**config.mk**
```make
export PLATFORM = sky130hd
export DESIGN_NAME = t0apm_card
export DESIGN_NICKNAME = d
export VERILOG_FILES = /design/src/t0apm_pkg.sv /design/src/t0apm_classify.sv /design/src/t0apm_card.sv
export SDC_FILE = /design/constraint.sdc
export NUM_CORES = 1
export LEC_CHECK = 0
export BUFFER_PORTS_ARGS = -buffer_cell sky130_fd_sc_hd__buf_2
export CAP_MARGIN = 0
export CORE_MARGIN = 2
export CORE_UTILIZATION = 43
export DETAILED_ROUTE_END_ITERATION = 8
export PLACE_DENSITY = 0.61
export SLEW_MARGIN = 40
export SYNTH_ARGS = -nofsm -noshare
export SYNTH_HDL_FRONTEND = slang
export SYNTH_SLANG_ARGS = --single-unit
```
**constraint.sdc**
```tcl
create_clock -name clk_sys -period 8.55 [get_ports clk_sys]
set_input_delay 0.855 -clock clk_sys [delete_from_list [all_inputs] [get_ports clk_sys]]
set_output_delay 0.855 -clock clk_sys [all_outputs]
set_load 0.02 [all_outputs]
```
**src/t0apm_pkg.sv**
```systemverilog
/*
 * package for the card-side T=0 transport command interpreter: byte codes,
 * header layout, states and the structs that carry commands and answers.
 * assumes a byte-serial link layer outside that frames characters.
 */
package t0apm_pkg;

    // ************************************************************
    // procedure and status codes
    // ************************************************************
    localparam logic [7:0]  SW1_MORE_DATA = 8'h61;
    localparam logic [7:0]  SW1_WRONG_LEN = 8'h6C;
    localparam logic [15:0] SW_OK         = 16'h9000;
    localparam logic [15:0] SW_FAIL       = 16'h6F00;
    localparam logic [15:0] SW_NO_DATA    = 16'h6A82;
    localparam logic [7:0]  INS_GET_RESP  = 8'hC0;
    localparam logic [7:0]  P3_NONE       = 8'h00;

    // ************************************************************
    // header byte positions, in received order
    // ************************************************************
    localparam logic [2:0] HDR_CLA = 3'h0;
    localparam logic [2:0] HDR_INS = 3'h1;
    localparam logic [2:0] HDR_P1  = 3'h2;
    localparam logic [2:0] HDR_P2  = 3'h3;
    localparam logic [2:0] HDR_P3  = 3'h4;
    localparam logic [2:0] HDR_LEN = 3'h5;

    // ************************************************************
    // command cases as classified from the header, the body flag and the core's avail count
    // ************************************************************
    typedef enum logic [1:0] {
        T0APM_CASE1 = 2'b00,
        T0APM_CASE2 = 2'b01,
        T0APM_CASE3 = 2'b10
    } t0apm_case_t;

    typedef enum logic [2:0] {
        T0APM_HDR   = 3'b000,
        T0APM_EXEC  = 3'b001,
        T0APM_BODY  = 3'b010,
        T0APM_WAIT  = 3'b011,
        T0APM_DATA  = 3'b100,
        T0APM_SW1   = 3'b101,
        T0APM_SW2   = 3'b110
    } t0apm_state_t;

    typedef struct packed {
        logic [7:0] cla;
        logic [7:0] ins;
        logic [7:0] p1;
        logic [7:0] p2;
        logic [7:0] p3;
    } t0apm_hdr_t;

    // answer from the application core after processing
    typedef struct packed {
        logic        ok;
        logic [15:0] sw;
        logic [8:0]  avail;
    } t0apm_result_t;

endpackage : t0apm_pkg

```
**src/t0apm_classify.sv**
```systemverilog
/*
 * classifies a received header into command case and decides the answer
 * word pair for a case 2 length check.
 * assumes the header is stable while it is read and that the core tells
 * which instructions carry data in (case 3) and which return data (case 2).
 */
`timescale 1ns/1ps
module t0apm_classify
    import t0apm_pkg::*;
(
    input  wire t0apm_pkg::t0apm_hdr_t hdr,
    input  wire logic                  ins_has_body,
    input  wire logic [8:0]            avail,
    output t0apm_pkg::t0apm_case_t     cmd_case,
    output logic            len_bad,
    output logic [7:0]      len_fix
);
    always_comb begin
        // p3 = 00 means no body for case 1 and 256 data bytes for case 2
        if (ins_has_body) begin
            cmd_case = T0APM_CASE3;
        end else if (hdr.p3 == P3_NONE && avail == 9'h000) begin
            cmd_case = T0APM_CASE1;
        end else begin
            cmd_case = T0APM_CASE2;
        end
    end

    always_comb begin
        len_fix = avail[7:0];
        if (hdr.p3 == P3_NONE) begin
            len_bad = (avail != 9'h100) && (avail != 9'h000);
        end else begin
            len_bad = ({1'b0, hdr.p3} > avail);
        end
    end
endmodule : t0apm_classify

```
**src/t0apm_card.sv**
```systemverilog
/*
 * card-side T=0 transport mapper: takes header bytes, classifies the case,
 * receives body data, returns data, procedure pairs and status words.
 * assumes a character link layer that delivers rx bytes as one-cycle
 * strobes and accepts tx bytes when tx_ready is high; an application
 * core answers each command other than get response with a result strobe.
 */
//
// Behaviour
// - after 61xx or 6Cxx command continues
// - success is reported as status 9000
// - status describes the latest command only
// - case 1 header answered by status only
// - p3 together with the core's avail decides case 1 versus case 2
// - case 2 success returns data, uses 6Cxx/61xx
// - case 2 failure returns status words only
// - case 3 status only after full body
`timescale 1ns/1ps
module t0apm_card
    import t0apm_pkg::*;
(
    input  wire logic                 clk_sys,
    input  wire logic                 nrst,
    input  wire logic                 rx_valid,
    input  wire logic [7:0]           rx_byte,
    input  wire logic                 tx_ready,
    output logic                      tx_valid,
    output logic [7:0]                tx_byte,
    input  wire logic                 ins_has_body,
    output logic                      cmd_valid,
    output t0apm_pkg::t0apm_hdr_t     cmd_hdr,
    output logic                      body_valid,
    output logic [7:0]                body_byte,
    input  wire logic                 res_valid,
    input  wire t0apm_pkg::t0apm_result_t res,
    input  wire logic [7:0]           rsp_byte,
    output logic                      rsp_pop,
    output logic                      busy
);
    t0apm_state_t  state_reg;
    t0apm_hdr_t    hdr_reg;
    t0apm_result_t res_reg;
    logic [2:0]    idx_reg;
    logic [8:0]    cnt_reg;
    logic [8:0]    pend_reg;
    logic [15:0]   sw_reg;
    t0apm_case_t   cmd_case;
    logic          len_bad;
    logic [7:0]    len_fix;
    logic          tx_take;

    t0apm_classify u_classify (
        .hdr          (hdr_reg),
        .ins_has_body (ins_has_body),
        .avail        (res_reg.avail),
        .cmd_case     (cmd_case),
        .len_bad      (len_bad),
        .len_fix      (len_fix)
    );

    assign tx_take = tx_valid && tx_ready;

    // ************************************************************
    // header towards the core
    // ************************************************************
    // p3 lands on the edge that raises cmd_valid, so the core sees
    // the whole header together with the strobe
    assign cmd_hdr = hdr_reg;

    function automatic logic [8:0] want_len(input logic [7:0] p3);
        want_len = (p3 == P3_NONE) ? 9'h100 : {1'b0, p3};
    endfunction : want_len

    // ************************************************************
    // command sequencer
    // ************************************************************
    always_ff @(posedge clk_sys or negedge nrst) begin
        if (!nrst) begin
            state_reg  <= T0APM_HDR;
            hdr_reg    <= '0;
            res_reg    <= '0;
            idx_reg    <= 3'h0;
            cnt_reg    <= 9'h000;
            pend_reg   <= 9'h000;
            sw_reg     <= 16'h0000;
            cmd_valid  <= 1'b0;
            body_valid <= 1'b0;
            body_byte  <= 8'h00;
            tx_valid   <= 1'b0;
            tx_byte    <= 8'h00;
            rsp_pop    <= 1'b0;
            busy       <= 1'b0;
        end else begin
            cmd_valid  <= 1'b0;
            body_valid <= 1'b0;
            rsp_pop    <= 1'b0;
            unique case (state_reg)
                T0APM_HDR: begin
                    busy <= 1'b0;
                    if (rx_valid) begin
                        unique case (idx_reg)
                            HDR_CLA: hdr_reg.cla <= rx_byte;
                            HDR_INS: hdr_reg.ins <= rx_byte;
                            HDR_P1:  hdr_reg.p1  <= rx_byte;
                            HDR_P2:  hdr_reg.p2  <= rx_byte;
                            default: hdr_reg.p3  <= rx_byte;
                        endcase
                        if (idx_reg == HDR_P3) begin
                            idx_reg <= 3'h0;
                            busy    <= 1'b1;
                            if (ins_has_body) begin
                                // ack with ins byte, then take body
                                tx_valid <= 1'b1;
                                tx_byte  <= hdr_reg.ins;
                                cnt_reg  <= 9'h000;
                                state_reg <= T0APM_BODY;
                            end else if (hdr_reg.ins == INS_GET_RESP && pend_reg == 9'h000) begin
                                sw_reg    <= SW_NO_DATA;
                                state_reg <= T0APM_SW1;
                            end else if (hdr_reg.ins == INS_GET_RESP) begin
                                // get response is a fresh case 2 command
                                res_reg   <= '{ok: 1'b1, sw: SW_OK, avail: pend_reg};
                                state_reg <= T0APM_WAIT;
                            end else begin
                                cmd_valid <= 1'b1;
                                state_reg <= T0APM_EXEC;
                            end
                        end else begin
                            idx_reg <= idx_reg + 3'h1;
                        end
                    end
                end
                T0APM_BODY: begin
                    if (tx_take) begin
                        tx_valid <= 1'b0;
                    end
                    if (rx_valid) begin
                        body_valid <= 1'b1;
                        body_byte  <= rx_byte;
                        cnt_reg    <= cnt_reg + 9'h001;
                        if (cnt_reg + 9'h001 == want_len(hdr_reg.p3)) begin
                            cmd_valid <= 1'b1;
                            state_reg <= T0APM_EXEC;
                        end
                    end
                end
                T0APM_EXEC: begin
                    if (tx_take) begin
                        tx_valid <= 1'b0;
                    end
                    if (res_valid) begin
                        res_reg   <= res;
                        pend_reg  <= 9'h000;
                        state_reg <= T0APM_WAIT;
                    end
                end
                T0APM_WAIT: begin
                    cnt_reg <= 9'h000;
                    if (!res_reg.ok || cmd_case != T0APM_CASE2) begin
                        // failure or case 1/3: status only
                        sw_reg    <= res_reg.ok ? SW_OK : res_reg.sw;
                        state_reg <= T0APM_SW1;
                    end else if (len_bad) begin
                        // wrong length: keep data pending, ask for resend
                        sw_reg    <= {SW1_WRONG_LEN, len_fix};
                        pend_reg  <= res_reg.avail;
                        state_reg <= T0APM_SW1;
                    end else begin
                        tx_valid  <= 1'b1;
                        tx_byte   <= hdr_reg.ins;
                        pend_reg  <= res_reg.avail;
                        state_reg <= T0APM_DATA;
                    end
                end
                T0APM_DATA: begin
                    if (tx_take) begin
                        if (cnt_reg == want_len(hdr_reg.p3)) begin
                            tx_valid <= 1'b0;
                            pend_reg <= pend_reg - want_len(hdr_reg.p3);
                            if (pend_reg > want_len(hdr_reg.p3)) begin
                                // remainder left: direct a get response
                                sw_reg <= {SW1_MORE_DATA,
                                    8'(pend_reg - want_len(hdr_reg.p3))};
                            end else begin
                                sw_reg <= SW_OK;
                            end
                            state_reg <= T0APM_SW1;
                        end else begin
                            tx_byte <= rsp_byte;
                            rsp_pop <= 1'b1;
                            cnt_reg <= cnt_reg + 9'h001;
                        end
                    end
                end
                T0APM_SW1: begin
                    tx_valid <= 1'b1;
                    tx_byte  <= sw_reg[15:8];
                    if (tx_take && tx_byte == sw_reg[15:8]) begin
                        tx_byte   <= sw_reg[7:0];
                        state_reg <= T0APM_SW2;
                    end
                end
                T0APM_SW2: begin
                    if (tx_take) begin
                        tx_valid  <= 1'b0;
                        state_reg <= T0APM_HDR;
                    end
                end
                default: state_reg <= T0APM_HDR;
            endcase
        end
    end
endmodule : t0apm_card

```
==> flow_metrics.env <==
export IMPL_global_route_peak_usage_layer="met2"
export IMPL_grt_first_pass_wirelength_um=33400
export IMPL_final_cells=1034
export IMPL_timing_critical_path_from_type="flip-flop"
export IMPL_async_reset_ff_share_pct=100
export IMPL_ios=109
export IMPL_floorplan_die_area_sq_um=18300
export IMPL_cts_made_buffers=17
export IMPL_p_leak_nw=4.17
export IMPL_groute_layer_met2_usage_pct=37.0
export IMPL_min_delay_path_class="in -> async"
export IMPL_synth_cells=703
export IMPL_io_buffer_count=108
export IMPL_timing_critical_path_arrival_ns=3.38
export IMPL_chipHeight_um=135
export IMPL_final_period_minus_worst_setup_slack_ns=3.08
export IMPL_synth_ff_latch_count=127
export IMPL_cts_repair_resize_count=0
export IMPL_fillCellCount=1539
export IMPL_row_count=47
export IMPL_first_pass_iters=5
export IMPL_syn_area_per_cell_sq_um=10.5
export IMPL_max_clock_freq_mhz=325
export IMPL_yosys_top_cells_count="dfrtp_1 (127), mux2_2 (77), inv_1 (48), mux2i_1 (48), nand2_1 (45)"
export IMPL_synth_top_cells_by_area="dfrtp_1 (43%), mux2_2 (12%), mux2i_1 (6.5%), ha_1 (3.9%), inv_1 (2.4%)"
export IMPL_largest_net_degree_at_the_start_of_global_routing=79
export IMPL_detailedRoute_firstIterationViolations=520
export IMPL_cts_tree="yes"
export IMPL_m1_gr_usage_pct=34.2
export IMPL_cts_max_path_buffers=2
export IMPL_synth_largest_area_cell="dfrtp_1"
export IMPL_first_global_vias=5908
export IMPL_outcome="complete, no violations"
export IMPL_post_synth_top_area_fraction_pct=43.0
export IMPL_cellPowerDensity_nw_per_um2=404
export IMPL_dpl_cell_area_sq_um=8060
export IMPL_synth_most_common_cell="dfrtp_1"
export IMPL_insertion_delay_ns=0.42
export IMPL_layout_nets=873
export IMPL_final_cell_area_sq_um=8670
export IMPL_synthesis_area_sq_um=7390
export IMPL_net_switching_power_w=0.00154
export IMPL_clock_sink_count=127
export IMPL_critPathKind="reg -> reg"
export IMPL_ys_seq_area_share_pct=43.0
export IMPL_final_hold_violation_count=0
export IMPL_post_cts_repair_setup_buffers=0
export IMPL_routed_via_count=5985
export IMPL_setup_violations=0
export IMPL_power_switching_share_pct=44.0
export IMPL_share_clk_of_total_power_pct=21.1
export IMPL_layout_drive_gt1_share_pct=30.0
export IMPL_postRouteWirelength_um=20900
export IMPL_peakVddDrop_v=0.000217
export IMPL_holdBufCountCts=0
export IMPL_largest_register_ffs=40
export IMPL_areaGrowthSynthToFinish_pct=17.3
export IMPL_dpl_hpwl_um=15600
export IMPL_grt_remaining_overflow=0
export IMPL_rsz0062_at_grt="false"
export IMPL_finClkSkew_ns=0.00831
export IMPL_worst_endpoint_required_ns=8.85
export IMPL_grt_antenna_before_repair=1
export IMPL_antenna_left=0
export IMPL_global_route_usage_met3_pct=4.84
export IMPL_crit_share_post_route_pct=36.0
export IMPL_setup_tns_ns=0
export IMPL_grtUsageTotal_pct=23.9
export IMPL_timing_max_slew_rel_slack_pct=41.0
export IMPL_detail_route_drc_violations=0
export IMPL_multi_input_area_sq_um=3850
export IMPL_worst_pin_slew_ns=0.885
export IMPL_core_area_sq_um=16700
export IMPL_routed_via_density=5.79
export IMPL_critPathCaptureType="flip-flop"
export IMPL_ctsHtreeMaxLevel=4
export IMPL_synthesis_yosys_warnings=0
export IMPL_placed_cells_incl_taps=1002
export IMPL_routabilityCongestion=0.975
export IMPL_internal_power_w=0.00196
export IMPL_report_final_slew_viol_count=0
export IMPL_layout_area_seq_sq_um=3180
export IMPL_total_power_w=0.00350
export IMPL_crit_path_start="cmd_hdr[4]"
export IMPL_synth_distinct_cells=67
export IMPL_n_antenna_cell=0
export IMPL_post_synth_edffs=0
export IMPL_power_frac_seq_pct=30.7
export IMPL_critical_path_peak_fanout=16
export IMPL_max_cap_violations=0
export IMPL_start_util_pct=44.3
export IMPL_clockRootBuffer="clkbuf_16"
export IMPL_fp_dieW_um=135
export IMPL_crit_reg2reg_launch="cmd_hdr[4]"
export IMPL_logic_pwr_share_pct=48.2
export IMPL_rr_worst_depth=7
export IMPL_syn_nets=775
export IMPL_avgRoutedWirePerCell_um=20.2
export IMPL_dominantRegCellSynth="dfrtp_1"
export IMPL_clkTransAtPathRegs_ns=0.06
## power groups by stage
stage                     combinational [W]  sequential [W]  clock [W]
after floorplan                     0.00112         0.00113          0
after global placement              0.00165         0.00106          0
after detailed placement            0.00167         0.00108          0
after CTS                           0.00168         0.00107   0.000755
after global routing                0.00184         0.00111   0.000780
final                               0.00169         0.00108   0.000741
## cells in the final DEF, fill, tap and decap left out, drive strengths merged, types with 23 or more instances in the layout
cell type	instances
nor2	36
ha	23
mux2i	48
a21oi	31
mux2	77
o21ai	26
nand2	45
inv	56
dfrtp	127
buf	113
## metal layers
layer,vias to the layer above,part of all wire (%)
met5,-,0
li1,2783,-
met2,205,46
met1,2967,47
met4,0,1.5
met3,30,5.3
## final timing paths
path                                    end  slack (ns)
worst min register to register         busy        0.48
max in group asynchronous       pend_reg[7]        6.98
min in group clk_sys                   busy        0.48
worst max register to register   sw_reg[12]        5.47
worst max-delay path             sw_reg[12]        5.47
worst min-delay path             tx_byte[5]        0.44
## logic make-up (layout without fill, tap and decap cells)
group / Yosys count / count (layout) / synth area share, %
mux: 125 / 125 / 18.2
flops: 127 / 127 / 43.0
fa+ha+maj: 24 / 24 / 4.16
buf+inv: 83 / 194 / 5.13
compound gates: 150 / 150 / 14.6
simple gates: 173 / 173 / 12.4
xor+xnor: 21 / 21 / 2.49
## metrics by stage
stage | hold WS (ns) | util, % | setup WS, ns
after floorplan | 0.468 | - | 5.69
after global placement | 0.469 | 48.2 | 5.58
after global routing | 0.489 | 51.9 | 5.33
after detailed placement | 0.475 | 48.3 | 5.52
after CTS | 0.460 | 51.9 | 5.50
final | 0.440 | 51.9 | 5.47
## critical path: stages, from the launching register on
cell and delay, ns:
dfrtp_1 0.47, or4_4 0.58, nor2_1 0.19, inv_1 0.08, o21ai_0 0.37, a21oi_1 0.16, o21bai_2 0.68, mux2_2 0.42
## layout make-up
type	instances	area share, %
clock buffers	17	4.91
repair buffers	113	6.74
flip-flops and latches	127	36.7
well taps	220	3.18
inverters	49	2.12
multi-input cells	493	44.4
clock inverters	15	1.99
(Power assumes the default switching activity.)
